$ cat config.mk
export PLATFORM = sky130hd
export DESIGN_NAME = fvm_vector_monitor
export DESIGN_NICKNAME = d
export VERILOG_FILES = /design/src/inc/fvm_pkg.sv /design/src/hw/fvm_word_hold.sv /design/src/hw/fvm_vector_monitor.sv
export SDC_FILE = /design/constraint.sdc
export NUM_CORES = 1
export LEC_CHECK = 0
export BUFFER_PORTS_ARGS = -buffer_cell sky130_fd_sc_hd__buf_2
export CAP_MARGIN = 10
export CORE_AREA = 8 8 180 224
export CTS_CLUSTER_SIZE = 20
export DETAILED_ROUTE_END_ITERATION = 6
export DIE_AREA = 0 0 188 232
export SLEW_MARGIN = 15
export SYNTH_ARGS = -nofsm -noshare
export SYNTH_HDL_FRONTEND = slang
export SYNTH_SLANG_ARGS = --single-unit
$ cat constraint.sdc
create_clock -name clk -period 13.3 [get_ports clk]
set_input_delay 1.995 -clock clk [delete_from_list [all_inputs] [get_ports clk]]
set_output_delay 1.995 -clock clk [all_outputs]
set_load 0.02 [all_outputs]
$ cat src/inc/fvm_pkg.sv
// fvm_pkg: offsets, field positions and reset values of the vector monitor
// assumes a 12-bit word-granular register address and 32-bit data
package fvm_pkg;

    localparam int ADDR_W = 12;
    localparam int DATA_W = 32;
    localparam int NUM_WORDS = 7;

    // observation words, read-only
    localparam logic [ADDR_W-1:0] OFS_STATIONARY_B_CURRENT = 12'h4d4;
    localparam logic [ADDR_W-1:0] OFS_STATIONARY_A_VOLTAGE = 12'h4d6;
    localparam logic [ADDR_W-1:0] OFS_STATIONARY_B_VOLTAGE = 12'h4d8;
    localparam logic [ADDR_W-1:0] OFS_DIRECT_AXIS_CURRENT = 12'h4e2;
    localparam logic [ADDR_W-1:0] OFS_QUADRATURE_CURRENT = 12'h4e4;
    localparam logic [ADDR_W-1:0] OFS_DIRECT_AXIS_VOLTAGE = 12'h4e6;
    localparam logic [ADDR_W-1:0] OFS_QUADRATURE_VOLTAGE = 12'h4e8;

    // monitor control and status
    localparam logic [ADDR_W-1:0] OFS_MONITOR_CONTROL = 12'h4f0;
    localparam logic [ADDR_W-1:0] OFS_MONITOR_STATUS = 12'h4f2;

    // word index inside the hold array
    localparam int IDX_STATIONARY_B_CURRENT = 0;
    localparam int IDX_STATIONARY_A_VOLTAGE = 1;
    localparam int IDX_STATIONARY_B_VOLTAGE = 2;
    localparam int IDX_DIRECT_AXIS_CURRENT = 3;
    localparam int IDX_QUADRATURE_CURRENT = 4;
    localparam int IDX_DIRECT_AXIS_VOLTAGE = 5;
    localparam int IDX_QUADRATURE_VOLTAGE = 6;

    // fixed point: value = word / 2^27 * scale
    localparam int FRAC_BITS = 27;

    // control fields
    localparam int CTRL_FREEZE_BIT = 0;
    localparam int CTRL_CLEAR_BIT = 1;

    // status fields
    localparam int STAT_COUNT_LSB = 0;
    localparam int STAT_COUNT_W = 16;
    localparam int STAT_FROZEN_BIT = 16;
    localparam int STAT_DROP_BIT = 17;
    localparam int STAT_ROWRITE_BIT = 18;

    // reset values
    localparam logic [DATA_W-1:0] WORD_RESET = 32'h0;
    localparam logic [DATA_W-1:0] RDATA_RESET = 32'h0;
    localparam logic [STAT_COUNT_W-1:0] COUNT_RESET = 16'h0;
    localparam logic FREEZE_RESET = 1'b0;

    // target of a register access
    typedef enum logic [1:0] {
        SEL_NONE = 2'b00,
        SEL_WORD = 2'b01,
        SEL_STAT = 2'b11,
        SEL_CTRL = 2'b10
    } fvm_sel_t;

endpackage : fvm_pkg

$ cat src/hw/fvm_word_hold.sv
// fvm_word_hold: one observation word held in flip-flops
// assumes load and clear come from logic on the same clock
`timescale 1ns/1ps
module fvm_word_hold
    import fvm_pkg::*;
#(
    parameter int WIDTH = DATA_W,
    parameter logic [WIDTH-1:0] RESET_VALUE = '0
) (
    // clock and reset
    input wire logic clk,
    input wire logic reset,
    // control
    input wire logic load,
    input wire logic clear,
    // data
    input wire logic [WIDTH-1:0] sample,
    output logic [WIDTH-1:0] value
);

    logic [WIDTH-1:0] next_value;

    // software clear beats a sample landing in the same cycle
    always_comb begin
        next_value = value;
        if (clear) begin
            next_value = RESET_VALUE;
        end else if (load) begin
            next_value = sample;
        end
    end

    always_ff @(posedge clk or posedge reset) begin
        if (reset) begin
            value <= RESET_VALUE;
        end else begin
            value <= next_value;
        end
    end

endmodule : fvm_word_hold

$ cat src/hw/fvm_vector_monitor.sv
// fvm_vector_monitor: read-only observation words of the vector control loop
// assumes the control computation runs on clk and pulses sampleValid per result
//
// Contract
// - beta current word, read-only, resets zero
// - alpha voltage word at 0x4d6, resets zero
// - beta voltage word at 0x4d8, resets zero
// - direct current word at 0x4e2, resets zero
// - quadrature current word at 0x4e4, resets zero
// - direct voltage word at 0x4e6, resets zero
// - quadrature voltage word at 0x4e8, resets zero
// - quadrature voltage coded as word/2^27*60/sqrt3
//
// The strobed register port is this design's own decision.
`timescale 1ns/1ps
module fvm_vector_monitor
    import fvm_pkg::*;
#(
    parameter int COUNT_W = STAT_COUNT_W
) (
    // clock and reset
    input wire logic clk,
    input wire logic reset,
    // register port
    input wire logic [ADDR_W-1:0] regAddr,
    input wire logic [DATA_W-1:0] regWriteData,
    input wire logic regWrite,
    input wire logic regRead,
    output logic [DATA_W-1:0] regReadData,
    // control computation results, all fixed point with 27 fraction bits
    input wire logic sampleValid,
    input wire logic [DATA_W-1:0] stationaryBCurrent,
    input wire logic [DATA_W-1:0] stationaryAVoltage,
    input wire logic [DATA_W-1:0] stationaryBVoltage,
    input wire logic [DATA_W-1:0] directAxisCurrent,
    input wire logic [DATA_W-1:0] quadratureCurrent,
    input wire logic [DATA_W-1:0] directAxisVoltage,
    input wire logic [DATA_W-1:0] quadratureVoltage,
    // monitor state
    output logic monitorFrozen
);

    // decode used by both the read and the write path
    function automatic fvm_sel_t decode_target(input logic [ADDR_W-1:0] addr);
        fvm_sel_t sel;
        sel = SEL_NONE;
        if (addr == OFS_STATIONARY_B_CURRENT) begin
            sel = SEL_WORD;
        end else if (addr == OFS_STATIONARY_A_VOLTAGE) begin
            sel = SEL_WORD;
        end else if (addr == OFS_STATIONARY_B_VOLTAGE) begin
            sel = SEL_WORD;
        end else if (addr == OFS_DIRECT_AXIS_CURRENT) begin
            sel = SEL_WORD;
        end else if (addr == OFS_QUADRATURE_CURRENT) begin
            sel = SEL_WORD;
        end else if (addr == OFS_DIRECT_AXIS_VOLTAGE) begin
            sel = SEL_WORD;
        end else if (addr == OFS_QUADRATURE_VOLTAGE) begin
            sel = SEL_WORD;
        end else if (addr == OFS_MONITOR_CONTROL) begin
            sel = SEL_CTRL;
        end else if (addr == OFS_MONITOR_STATUS) begin
            sel = SEL_STAT;
        end
        return sel;
    endfunction : decode_target

    // hold array index for a word offset; only meaningful when SEL_WORD
    function automatic logic [2:0] word_index(input logic [ADDR_W-1:0] addr);
        logic [2:0] idx;
        idx = 3'h0;
        if (addr == OFS_STATIONARY_B_CURRENT) begin
            idx = 3'(IDX_STATIONARY_B_CURRENT);
        end else if (addr == OFS_STATIONARY_A_VOLTAGE) begin
            idx = 3'(IDX_STATIONARY_A_VOLTAGE);
        end else if (addr == OFS_STATIONARY_B_VOLTAGE) begin
            idx = 3'(IDX_STATIONARY_B_VOLTAGE);
        end else if (addr == OFS_DIRECT_AXIS_CURRENT) begin
            idx = 3'(IDX_DIRECT_AXIS_CURRENT);
        end else if (addr == OFS_QUADRATURE_CURRENT) begin
            idx = 3'(IDX_QUADRATURE_CURRENT);
        end else if (addr == OFS_DIRECT_AXIS_VOLTAGE) begin
            idx = 3'(IDX_DIRECT_AXIS_VOLTAGE);
        end else if (addr == OFS_QUADRATURE_VOLTAGE) begin
            idx = 3'(IDX_QUADRATURE_VOLTAGE);
        end
        return idx;
    endfunction : word_index

    // results gathered into an indexed array
    logic [DATA_W-1:0] sampleWord [NUM_WORDS];
    logic [DATA_W-1:0] heldWord [NUM_WORDS];

    assign sampleWord[IDX_STATIONARY_B_CURRENT] = stationaryBCurrent;
    assign sampleWord[IDX_STATIONARY_A_VOLTAGE] = stationaryAVoltage;
    assign sampleWord[IDX_STATIONARY_B_VOLTAGE] = stationaryBVoltage;
    assign sampleWord[IDX_DIRECT_AXIS_CURRENT] = directAxisCurrent;
    assign sampleWord[IDX_QUADRATURE_CURRENT] = quadratureCurrent;
    assign sampleWord[IDX_DIRECT_AXIS_VOLTAGE] = directAxisVoltage;
    // word passed through untouched; scaling lives in the computation
    assign sampleWord[IDX_QUADRATURE_VOLTAGE] = quadratureVoltage;

    // access decode
    fvm_sel_t writeSel;
    fvm_sel_t readSel;
    logic [2:0] readIdx;

    assign writeSel = regWrite ? decode_target(regAddr) : SEL_NONE;
    assign readSel = regRead ? decode_target(regAddr) : SEL_NONE;
    assign readIdx = word_index(regAddr);

    // control and status state
    logic freeze;
    logic next_freeze;
    logic dropped;
    logic next_dropped;
    logic roWrite;
    logic next_roWrite;
    logic [COUNT_W-1:0] updateCount;
    logic [COUNT_W-1:0] next_updateCount;
    logic clearPulse;
    logic acceptSample;
    logic dropSet;
    logic roWriteSet;

    // freeze holds all seven words together so software sees one coherent set
    assign acceptSample = sampleValid && !freeze;
    assign dropSet = sampleValid && freeze;
    // a write to an observation word changes nothing but this flag
    assign roWriteSet = (writeSel == SEL_WORD);
    assign clearPulse = (writeSel == SEL_CTRL) && regWriteData[CTRL_CLEAR_BIT];

    always_comb begin
        next_freeze = freeze;
        next_dropped = dropped;
        next_roWrite = roWrite;
        next_updateCount = updateCount;
        if (writeSel == SEL_CTRL) begin
            next_freeze = regWriteData[CTRL_FREEZE_BIT];
        end
        // status flags clear on writing one; a new event the same cycle wins
        if (writeSel == SEL_STAT && regWriteData[STAT_DROP_BIT]) begin
            next_dropped = 1'b0;
        end
        if (dropSet) begin
            next_dropped = 1'b1;
        end
        if (writeSel == SEL_STAT && regWriteData[STAT_ROWRITE_BIT]) begin
            next_roWrite = 1'b0;
        end
        if (roWriteSet) begin
            next_roWrite = 1'b1;
        end
        if (clearPulse) begin
            next_updateCount = COUNT_RESET[COUNT_W-1:0];
        end else if (acceptSample) begin
            // wraps silently; software compares deltas
            next_updateCount = updateCount + COUNT_W'(1);
        end
    end

    always_ff @(posedge clk or posedge reset) begin
        if (reset) begin
            freeze <= FREEZE_RESET;
            dropped <= 1'b0;
            roWrite <= 1'b0;
            updateCount <= COUNT_RESET[COUNT_W-1:0];
        end else begin
            freeze <= next_freeze;
            dropped <= next_dropped;
            roWrite <= next_roWrite;
            updateCount <= next_updateCount;
        end
    end

    assign monitorFrozen = freeze;

    // observation words
    genvar gi;
    generate
        for (gi = 0; gi < NUM_WORDS; gi++) begin : g_hold
            fvm_word_hold #(
                .WIDTH(DATA_W),
                .RESET_VALUE(WORD_RESET)
            ) u_hold (
                .clk(clk),
                .reset(reset),
                .load(acceptSample),
                .clear(clearPulse),
                .sample(sampleWord[gi]),
                .value(heldWord[gi])
            );
        end
    endgenerate

    // status word assembly
    logic [DATA_W-1:0] statusWord;
    logic [DATA_W-1:0] controlWord;

    always_comb begin
        statusWord = '0;
        statusWord[STAT_COUNT_LSB +: COUNT_W] = updateCount;
        statusWord[STAT_FROZEN_BIT] = freeze;
        statusWord[STAT_DROP_BIT] = dropped;
        statusWord[STAT_ROWRITE_BIT] = roWrite;
        controlWord = '0;
        // clear is a pulse and always reads back zero
        controlWord[CTRL_FREEZE_BIT] = freeze;
    end

    // read path: data stands in the cycle after the strobe, zero otherwise
    logic [DATA_W-1:0] next_regReadData;

    always_comb begin
        next_regReadData = RDATA_RESET;
        case (readSel)
            SEL_WORD: begin
                // a sample in the same cycle shows on the next read
                next_regReadData = heldWord[readIdx];
            end
            SEL_CTRL: begin
                next_regReadData = controlWord;
            end
            SEL_STAT: begin
                next_regReadData = statusWord;
            end
            default: begin
                next_regReadData = RDATA_RESET;
            end
        endcase
    end

    always_ff @(posedge clk or posedge reset) begin
        if (reset) begin
            regReadData <= RDATA_RESET;
        end else begin
            regReadData <= next_regReadData;
        end
    end

endmodule : fvm_vector_monitor

# Yosys cells after proc, flatten, opt, wreduce, memory -nomap -nowiden
# Cells that the tools add are included.
# totals
output_inout_bits,33
word_cells,81
regBits,275
input_bits,273
# op_classes
n_addsub,1
bitwise_logic,1
n_mux,42
n_eq_ne,15
reduce_logical,9
magnitude_cmp,1
# op_table
operator,n
32-bit 2-to-1 mux,16
"12-bit by 11-bit equality test with 1-bit output, second input constant",9
32-bit binary-select mux with 3-bit select,1
32-bit case mux with 3 select lines,1
16-bit 2-to-1 mux,2
2-bit 2-to-1 mux,11
3-bit 2-to-1 mux,7
"16-bit by 1-bit adder with 16-bit output, second input constant",1
"2-bit equality test, second input constant",4
2-bit nonzero test,3
1-bit logical AND,5
"2-bit by 1-bit equality test with 1-bit output, second input constant",2
"4-bit greater-or-equal comparator, second input constant",1
1-bit 2-to-1 mux,4
3-bit inverter with 4-bit output,1
1-bit zero test,1

# Logic depth before layout (Yosys ltp)
# Gate-level depths: netlist (run 1).
# logic_depth
depth_word,15
ltp_mapped,11
ltp_nobuf,7

# By module
# Synthesis (run 1) repeated with hierarchy kept, for this count alone.
# hier_totals
hier_cells,1163
hier_area_um2,13327.8
# modules_own_cells
mod,n_inst,seq_area_each_um2,cells_each,area_each_um2
fvm_word_hold,7,800.8,104,1327.5
fvm_vector_monitor,1,1276.2,435,4035.1

# Worst setup path before layout (run 1)
# OpenSTA, ideal clock, no wires.
# synth_timing
path_kind,input to register
startpoint,input regAddr[11]
endpoint,register regReadData[4]
path_buffers,3
setup_slack_ps,9365
setup_ps,132
t_required_ps,13168
arrival_ps,3803
path_stages,10
path_cell_list,nand4b_1 or4_1 clkbuf_1 or3_1 buf_2 buf_2 nand2_1 nand3_1 a31oi_1 o21ai_1
# synth_between
elab_chain_len,13
word_cells_on_any_way,34
cone_classes,12 x eq/ne; 21 x mux; 1 x bitwise
# synth_rtl
item,line_no,rtl
start: declaration,fvm_vector_monitor.sv:25,"input wire logic [ADDR_W-1:0] regAddr,"
12-bit by 11-bit equality test with 1-bit output (on tied branches),"fvm_vector_monitor.sv:59, fvm_vector_monitor.sv:85, fvm_vector_monitor.sv:63",
3-bit 2-to-1 mux / 2-bit 2-to-1 mux (equally long branches),"fvm_vector_monitor.sv:85, fvm_vector_monitor.sv:63",
3-bit 2-to-1 mux / 2-bit 2-to-1 mux (equally long branches),"fvm_vector_monitor.sv:83, fvm_vector_monitor.sv:61",
3-bit 2-to-1 mux / 2-bit 2-to-1 mux (equally long branches),"fvm_vector_monitor.sv:81, fvm_vector_monitor.sv:59",
3-bit 2-to-1 mux / 2-bit 2-to-1 mux (equally long branches),"fvm_vector_monitor.sv:79, fvm_vector_monitor.sv:57",
3-bit 2-to-1 mux / 2-bit 2-to-1 mux (equally long branches),"fvm_vector_monitor.sv:77, fvm_vector_monitor.sv:55",
3-bit 2-to-1 mux / 2-bit 2-to-1 mux (equally long branches),"fvm_vector_monitor.sv:75, fvm_vector_monitor.sv:53",
3-bit 2-to-1 mux / 2-bit 2-to-1 mux (equally long branches),"fvm_vector_monitor.sv:73, fvm_vector_monitor.sv:51",
3-bit inverter with 4-bit output (implied by the code) / 2-bit 2-to-1 mux (equally long branches),"fvm_vector_monitor.sv:220, fvm_vector_monitor.sv:49",
32-bit binary-select mux with 3-bit select / 2-bit 2-to-1 mux (equally long branches),"fvm_vector_monitor.sv:220, fvm_vector_monitor.sv:47",
32-bit 2-to-1 mux (implied by the code) / 2-bit 2-to-1 mux (equally long branches),"fvm_vector_monitor.sv:220, fvm_vector_monitor.sv:110",
32-bit 2-to-1 mux (implied by the code) (tied with other cells),fvm_vector_monitor.sv:220,next_regReadData = heldWord[readIdx];
32-bit case mux with 3 select lines *,fvm_vector_monitor.sv:217,case (readSel)
named net next_regReadData[4],fvm_vector_monitor.sv:213,logic [DATA_W-1:0] next_regReadData;
end signal: assignment,fvm_vector_monitor.sv:238,regReadData <= next_regReadData;
end: declaration,fvm_vector_monitor.sv:29,"output logic [DATA_W-1:0] regReadData,"
# Mark *: on every way through the listed nets, which the timed path passes. The rest lies on a longest branch. The select of a mux whose other input is x is not followed.
# A chain may end at the register's enable or synchronous reset.

# Worst setup path after layout (run 1)
# layout_timing
startpoint,input regAddr[3]
endpoint,register g_hold[2].u_hold.value[5]
# layout_between
elab_chain_len,14
word_cells_on_any_way,23
cone_classes,10 x eq/ne; 11 x mux; 2 x reduce/logical
# layout_rtl
item,line_no,rtl
12-bit by 11-bit equality test with 1-bit output,fvm_vector_monitor.sv:63,end else if (addr == OFS_MONITOR_STATUS) begin
2-bit 2-to-1 mux,fvm_vector_monitor.sv:63,
2-bit 2-to-1 mux,fvm_vector_monitor.sv:61,end else if (addr == OFS_MONITOR_CONTROL) begin
2-bit 2-to-1 mux,fvm_vector_monitor.sv:59,end else if (addr == OFS_QUADRATURE_VOLTAGE) begin
2-bit 2-to-1 mux,fvm_vector_monitor.sv:57,end else if (addr == OFS_DIRECT_AXIS_VOLTAGE) begin
2-bit 2-to-1 mux,fvm_vector_monitor.sv:55,end else if (addr == OFS_QUADRATURE_CURRENT) begin
2-bit 2-to-1 mux,fvm_vector_monitor.sv:53,end else if (addr == OFS_DIRECT_AXIS_CURRENT) begin
2-bit 2-to-1 mux,fvm_vector_monitor.sv:51,end else if (addr == OFS_STATIONARY_B_VOLTAGE) begin
2-bit 2-to-1 mux,fvm_vector_monitor.sv:49,end else if (addr == OFS_STATIONARY_A_VOLTAGE) begin
2-bit 2-to-1 mux *,fvm_vector_monitor.sv:47,if (addr == OFS_STATIONARY_B_CURRENT) begin
2-bit 2-to-1 mux *,fvm_vector_monitor.sv:109,assign writeSel = regWrite ? decode_target(regAddr) : SEL_NONE;
2-bit equality test *,fvm_vector_monitor.sv:132,assign clearPulse = (writeSel == SEL_CTRL) && regWriteData[CTRL_CLEAR_BIT];
1-bit logical AND *,fvm_vector_monitor.sv:132,
32-bit 2-to-1 mux / 2-bit nonzero test (equally long branches),n/a,
end signal: assignment,fvm_word_hold.sv:37,value <= next_value;
end: declaration,fvm_word_hold.sv:18,output logic [WIDTH-1:0] value
# Mark *: on every way between the ends. The rest lies on a longest branch, timed or not.

==> flow_metrics.py, run 1 <==
metrics = {
    "cts": {
        "insertion_delay_ns": 0.56,
        "htree_levels": 1,
        "cts_hold_repair.buffers": 0,
        "cts_tree": "built",
        "cts.sinks": 275,
        "cts.clk_slew.worst_paths_ns": 0.06,
        "post_cts_buffers": 0,
        "ctsRootBufferMaster": "sky130_fd_sc_hd__clkbuf_16",
        "tritoncts.num_buffers": 31,
        "post_cts_resized": 0,
        "clock_tree.buffer_depth": 3,
    },
    "timing": {
        "setup-tns-final_ns": 0,
        "grt_setup_unrepaired": "no",
        "worstMarginPinSlew_ns": 1.19,
        "finalClockSkew_ns": 0.00677,
        "finalWorstPathRequiredPeriod_ns": 5.49,
        "max_freq_mhz": 182,
        "finalHoldViolCount": 0,
        "final.period_utilization": 0.413,
        "worst_slew_margin_rel": 0.210,
        "setup_violations": 0,
        "final-max-slew-violation-count": 0,
    },
    "grt": {
        "wire_length_of_the_first_global_routing_pass_um": 68800,
        "grt_pass1_vias": 11900,
        "gr-usage-all-layers": 0.200,
        "gr-total-overflow": 0,
        "initial_antenna_violation_count": 13,
        "largest_net_degree_at_the_start_of_global_routing": 190,
    },
    "route": {
        "detail_route.wirelength_um": 44700,
        "route.detailed.drc": 0,
        "route.vias.total": 11600,
        "initialDrtViolationCount": 1025,
        "post_drt_wl_per_cell_um": 19.8,
        "drtPass1Iterations": 5,
        "route.detailed.vias_per_inst": 5.13,
        "drtAntennaViolNets": 0,
    },
    "die": {
        "io_pins": 306,
        "rows": 79,
        "die-area_sq_um": 43600,
        "die_height_um": 232,
        "floorplan.core_area_sq_um": 36900,
        "initial_utilization": 0.344,
        "die_w_um": 188,
    },
    "power": {
        "power.total_w": 0.00192,
        "power_leakage_nw": 7.33,
        "pwr_density_cell_nw_per_um2": 124,
        "worst_ir_drop_vdd_mv": 0.0839,
    },
    "worst_setup_path": {
        "worst_ep_arrival_time_ns": 5.88,
        "worst_setup_path_end_kind": "flop",
        "worst-setup-path-type": "input pin to flop",
        "cp_slowest_cell": "sky130_fd_sc_hd__buf_4",
        "timing.critical_path.cells": "buf_2 > or4_1 > nor2_1 > and3_1 > and3_4 > buf_4 > buf_4 > a21oi_1",
        "cp.required_ns": 13.69,
        "path_max_fanout": 88,
        "timing.critical_path.mode_cell": "sky130_fd_sc_hd__buf_4",
        "category_of_the_worst_setup_path_launch_point": "input pin",
        "critical_path.top_delay_family": "simple AND/OR/NAND/NOR gates",
        "critical-path-max-stage-delay_ns": 0.86,
        "worstPathBufferInverterCount": 3,
    },
    "cells_and_area": {
        "synthToLayoutAreaGrowth_pct": 22.0,
        "finish.net_count": 2016,
        "layout.cells.non_filler": 2256,
        "post_route_cells_drive_above_1_share": 0.202,
    },
    "synth": {
        "netlist.top_cell.by_area": "sky130_fd_sc_hd__dfrtp_1",
        "postSynthRegisterBits": 275,
        "synth_top_area_share": 0.542,
        "yosys_warnings": 0,
        "post_synth_main_area_contributors": "sky130_fd_sc_hd__dfrtp_1 (54%), sky130_fd_sc_hd__nand2_1 (18%), sky130_fd_sc_hd__a21oi_1 (9.7%)",
        "synth.distinct_cells": 45,
        "dominantRegCellSynth": "sky130_fd_sc_hd__dfrtp_1",
        "synth_fp_nets": 1809,
        "synth_enable_flop_cells": 0,
        "netlist_area_sq_um": 12700,
        "syn-instance-count": 1535,
        "average_size_of_a_mapped_cell_sq_um": 8.27,
        "async_flop_share": 1.00,
        "synth_sequential_area_ratio": 0.542,
    },
    "worst_hold_path": {
        "hold_class": "flop to flop",
    },
    "place": {
        "port-buffer-count": 277,
        "placed_cells": 2195,
        "routability_cong": 0.877,
        "place.detailed.hpwl_um": 30800,
    },
    "outcome": {
        "status": "finished, final reports clean",
    },
    "flow_run": {
        "max-cap-violations": 0,
    },
}
==> Yosys cell counts, types with 2 or more instances <==
cell	number
sky130_fd_sc_hd__o22ai_1	2
sky130_fd_sc_hd__nand4b_1	2
sky130_fd_sc_hd__nor3_2	2
sky130_fd_sc_hd__buf_6	2
sky130_fd_sc_hd__nor2_1	25
sky130_fd_sc_hd__nor2b_1	4
sky130_fd_sc_hd__xnor2_1	3
sky130_fd_sc_hd__clkbuf_1	96
sky130_fd_sc_hd__o21ai_1	9
sky130_fd_sc_hd__o21ai_0	2
sky130_fd_sc_hd__inv_1	3
sky130_fd_sc_hd__dfrtp_1	275
sky130_fd_sc_hd__o211ai_1	8
sky130_fd_sc_hd__buf_2	18
sky130_fd_sc_hd__nand2_1	619
sky130_fd_sc_hd__xor2_1	13
sky130_fd_sc_hd__nor3_1	2
sky130_fd_sc_hd__mux2i_1	26
sky130_fd_sc_hd__a31oi_1	15
sky130_fd_sc_hd__nand3_1	101
sky130_fd_sc_hd__or3_1	2
sky130_fd_sc_hd__or4_1	2
sky130_fd_sc_hd__nand4_1	11
sky130_fd_sc_hd__a21oi_1	245
sky130_fd_sc_hd__a22oi_1	9
sky130_fd_sc_hd__and2_1	2
sky130_fd_sc_hd__o2bb2ai_1	16
sky130_fd_sc_hd__and3_1	4
==> registers in the layout (all words and copies together), names as in the netlist <==
name,cells
monitorFrozen,1
dropped,1
g_hold.u_hold.value,224
regReadData,32
roWrite,1
updateCount,16
==> cell usage in the layout, fill, tap and decap left out, types with 3 or more instances in the layout <==
cell type	n
sky130_fd_sc_hd__xor2_1	13
sky130_fd_sc_hd__clkbuf_1	3
sky130_fd_sc_hd__a31oi_1	15
sky130_fd_sc_hd__nand2_1	617
sky130_fd_sc_hd__o21ai_1	9
sky130_fd_sc_hd__nor2_1	24
sky130_fd_sc_hd__bufinv_16	6
sky130_fd_sc_hd__clkbuf_8	3
sky130_fd_sc_hd__clkbuf_16	31
sky130_fd_sc_hd__and3_1	3
sky130_fd_sc_hd__nand4_1	11
sky130_fd_sc_hd__dfrtp_1	275
sky130_fd_sc_hd__a21oi_1	245
sky130_fd_sc_hd__o211ai_1	8
sky130_fd_sc_hd__buf_4	13
sky130_fd_sc_hd__xnor2_1	3
sky130_fd_sc_hd__o2bb2ai_1	16
sky130_fd_sc_hd__clkinv_2	10
sky130_fd_sc_hd__mux2i_1	26
sky130_fd_sc_hd__nand3_1	101
sky130_fd_sc_hd__buf_2	277
sky130_fd_sc_hd__nor2b_1	3
sky130_fd_sc_hd__diode_2	6
sky130_fd_sc_hd__a22oi_1	9
==> stage by stage <==
| step | setup slack (ns) | area [sq um] | hold WS [ns] | utilization |
|---|---|---|---|---|
| finish | 7.81 | 15500 | 0.506 | 0.420 |
| global route | 7.62 | 15500 | 0.532 | 0.420 |
| CTS | 7.87 | 15500 | 0.505 | 0.420 |
| detailed placement | 7.28 | 14400 | 0.491 | 0.391 |
| global placement | 7.34 | 14400 | 0.500 | 0.391 |
| floorplan | 3.72 | 12700 | 0.466 | - |
==> worst paths after layout <==
path                                                    to  slack (ns)  cells past startpoint          start
worst max-delay path             g_hold[2].u_hold.value[5]        7.81                      8     regAddr[3]
min in group asynchronous       g_hold[2].u_hold.value[10]        1.59                      2          reset
worst min-delay path                               dropped        0.51                      1        dropped
worst max register to register   g_hold[2].u_hold.value[5]       10.74                      5  monitorFrozen
worst min register to register                     dropped        0.51                      1        dropped
max in group asynchronous                  regReadData[21]       10.22                      3          reset
==> cell type report <==
| class | instances | area [sq um] |
|---|---|---|
| fillers | 3803 | 21400 |
| multi-input cells | 1139 | 5370 |
| flip-flops and latches | 275 | 6880 |
| diodes | 6 | 15.0 |
| clock buffers | 37 | 828 |
| inverters | 3 | 18.8 |
| repair buffers | 292 | 1520 |
| clock inverters | 18 | 246 |
| well taps | 486 | 608 |
==> per-layer routing <==
| metal | wire [um] | track usage |
|---|---|---|
| met1 | 17400 | 0.236 |
| met2 | 22900 | 0.354 |
| met3 | 2540 | 0.0331 |
| met4 | 1730 | 0.0848 |
| met5 | 36 | 0 |
==> report_power, final <==
part,switching [W],internal (W)
clock,0.000355,0.000557
combinational,0.0000632,0.0000546
sequential,0.0000188,0.000872
==> logic make-up (layout without fill, tap and decap cells) <==
logic type	Yosys count	after routing	synth area share
and+or+nand+nor	782	782	0.251
AOI/OAI and AO/OA	314	314	0.136
DFF	275	275	0.542
buffers and inverters	121	350	0.0390
muxes	26	26	0.0205
xor gates and xnor gates	16	16	0.0110
adders and majority gates	1	1	0.000985
other	0	6	0
==> worst register-to-register path: stages, from the launching register on <==
cell and delay (ns):
sky130_fd_sc_hd__dfrtp_1 0.47, sky130_fd_sc_hd__inv_1 0.15, sky130_fd_sc_hd__nand2_4 0.58, sky130_fd_sc_hd__buf_4 0.85, sky130_fd_sc_hd__nand2_1 0.18, sky130_fd_sc_hd__a21oi_1 0.22
Note: power is estimated with default switching activity, not from simulation.
==> run 2: changes to the inputs <==
==> constraint.sdc (replaced) <==
create_clock -name clk -period 4.5 [get_ports clk]
set_input_delay 0.675 -clock clk [delete_from_list [all_inputs] [get_ports clk]]
set_output_delay 0.675 -clock clk [all_outputs]
set_load 0.02 [all_outputs]
==> flow_metrics.py, run 2 (same netlist as run 1, synthesis figures left out) <==
metrics = {
    "power": {
        "pwr_density_cell_nw_per_um2": 366,
        "worst_ir_drop_vdd_mv": 0.187,
        "power_leakage_nw": 7.40,
    },
    "cells_and_area": {
        "finish.net_count": 2023,
        "max_flop_register": "g_hold.u_hold.value",
        "largest_register_ff_count": 224,
        "final_area_sq_um": 15700,
        "synthToLayoutAreaGrowth_pct": 23.5,
        "post_route_cells_drive_above_1_share": 0.206,
        "layout.cells.non_filler": 2263,
        "layout_common_cells": "sky130_fd_sc_hd__nand2_1 (618), sky130_fd_sc_hd__buf_2 (277), sky130_fd_sc_hd__dfrtp_1 (275)",
        "commonest_non_fill_non_tap_cell_in_the_layout": "sky130_fd_sc_hd__nand2_1",
        "reg.largest.list": "g_hold.u_hold.value x224, regReadData x32, updateCount x16",
    },
    "route": {
        "route.detailed.drc": 0,
        "drtAntennaViolNets": 0,
        "route.vias.total": 11500,
        "drtPass1Iterations": 4,
        "initialDrtViolationCount": 934,
        "post_drt_wl_per_cell_um": 19.7,
        "route.detailed.vias_per_inst": 5.10,
        "detail_route.wirelength_um": 44700,
    },
    "cts": {
        "cts_tree": "built",
        "ctsRootBufferMaster": "sky130_fd_sc_hd__clkbuf_16",
        "clock_tree.buffer_depth": 3,
        "post_cts_resized": 0,
        "cts.clk_slew.worst_paths_ns": 0.06,
        "insertion_delay_ns": 0.56,
        "cts.sinks": 275,
        "cts_hold_repair.buffers": 0,
        "htree_levels": 1,
        "post_cts_buffers": 0,
        "tritoncts.num_buffers": 29,
    },
    "worst_setup_path": {
        "path_max_fanout": 8,
        "cp.required_ns": 4.96,
        "timing.rr.end": "g_hold[1].u_hold.value[17]",
        "regToRegStartpoint": "monitorFrozen",
        "critical_path.top_delay_family": "simple AND/OR/NAND/NOR gates",
        "worstPathBufferInverterCount": 1,
        "timing.critical_path.cells": "buf_2 > nand4b_1 > or4_1 > nor3_2 > nand2_1 > nor3_2 > a22oi_1 > o211ai_1",
        "cp_slowest_cell": "sky130_fd_sc_hd__nor3_2",
        "worst-r2r-cell-count": 5,
        "worst-setup-path-type": "input pin to flop",
        "timing.critical_path.mode_cell": "sky130_fd_sc_hd__nor3_2",
        "category_of_the_worst_setup_path_launch_point": "input pin",
        "register_to_register_setup_slack_ns": 2.34,
        "critical-path-max-stage-delay_ns": 0.75,
        "worst_ep_arrival_time_ns": 3.62,
        "worst_setup_path_end_kind": "flop",
    },
    "place": {
        "place.detailed.hpwl_um": 31700,
        "routability_cong": 0.858,
        "placed_cells": 2204,
        "detailedPlace.worstSlack_ns": 0.818,
        "post_dp_cell_area_sq_um": 14600,
        "port-buffer-count": 277,
    },
    "timing": {
        "final.period_utilization": 0.703,
        "timing.final.ws_setup_ns": 1.34,
        "setup-tns-final_ns": 0,
        "finalHoldViolCount": 0,
        "worstMarginPinSlew_ns": 1.07,
        "finalWorstPathRequiredPeriod_ns": 3.16,
        "finalClockSkew_ns": 0.0125,
        "max_freq_mhz": 316,
        "setup_violations": 0,
        "post_route_worst_hold_slack_ns": 0.345,
        "final-max-slew-violation-count": 0,
        "worst_slew_margin_rel": 0.285,
        "grt_setup_unrepaired": "no",
    },
    "outcome": {
        "status": "finished, final reports clean",
    },
    "flow_run": {
        "max-cap-violations": 0,
    },
    "grt": {
        "gr-usage-all-layers": 0.200,
        "grt_pass1_vias": 12200,
        "initial_antenna_violation_count": 10,
        "gr-total-overflow": 0,
        "largest_net_degree_at_the_start_of_global_routing": 229,
        "wire_length_of_the_first_global_routing_pass_um": 69000,
    },
    "die": {
        "die_w_um": 188,
        "rows": 79,
        "floorplan.core_area_sq_um": 36900,
        "initial_utilization": 0.344,
        "io_pins": 306,
        "die_height_um": 232,
        "die-area_sq_um": 43600,
    },
    "worst_hold_path": {
        "hold_class": "input pin to flop",
        "min-delay-start": "stationaryBVoltage[28]",
        "worst_hold_path.endpoint": "g_hold[2].u_hold.value[28]",
        "hold_path_depth": 3,
    },
}
[run 2: cell types whose count changed in the layout (fill, tap and decap cells not counted), sizes merged]
cell      previous run  this run
clkbuf              37        39
clkinvlp             1         3
clkinv              10         4
bufinv               6         7
buf                292       301
inv                  4         3
[run 2: metrics by stage]
| step | total power [W] | util |
|---|---|---|
| after floorplan | 0.00285 | - |
| after global placement | 0.00303 | 0.395 |
| after detailed placement | 0.00304 | 0.395 |
| after CTS | 0.00580 | 0.425 |
| after global routing | 0.00595 | 0.425 |
| final | 0.00574 | 0.425 |
[run 2: power by group]
group | switching, W | internal, W | leakage (nW)
combinational | 0.000191 | 0.000166 | 3.28
clock | 0.00104 | 0.00171 | 0.537
sequential | 0.0000567 | 0.00258 | 3.59
total | 0.00128 | 0.00445 | 7.40
[run 2: layer usage]
metal  vias to the layer above  global-route usage  share of wire  wire length (um)
met2                       340               0.364           0.52             23200
met3                        69              0.0358          0.053              2360
met1                      5596               0.233           0.40             17700
li1                       5529                   -              -                 -
met5                         -                   0        0.00029                13
met4                         2              0.0742          0.033              1480
[run 2: final cells by class]
class	instances	area [sq um]
Timing Repair Buffer	301	1690
Antenna cell	6	15.0
Clock inverter	14	254
Clock buffer	39	843
Sequential cell	275	6880
Fill cell	3740	21200
Multi-Input combinational cell	1139	5370
Tap cell	486	608
Inverter	3	15.0
[run 2: how the worst max path moves through the flow]
stage	startpoint	slack, ns	depth (start not counted)	to
3_3_place_gp	regAddr[11]	0.85	8	regReadData[18]
5_1_grt	regAddr[11]	1.15	8	regReadData[6]
2_1_floorplan	reset	0.19	1	dropped
6_report	regAddr[11]	1.34	8	regReadData[6]
4_1_cts	regAddr[11]	1.39	8	regReadData[6]
3_5_place_dp	regAddr[11]	0.82	8	regReadData[6]
[run 2: worst min-delay path: cells and delay by family]
family / cells / cell delay, ns
AO/OA/AOI/OAI: 1 / 0.05
AND/OR/NAND/NOR: 1 / 0.04
buffers and inverters: 1 / 0.09
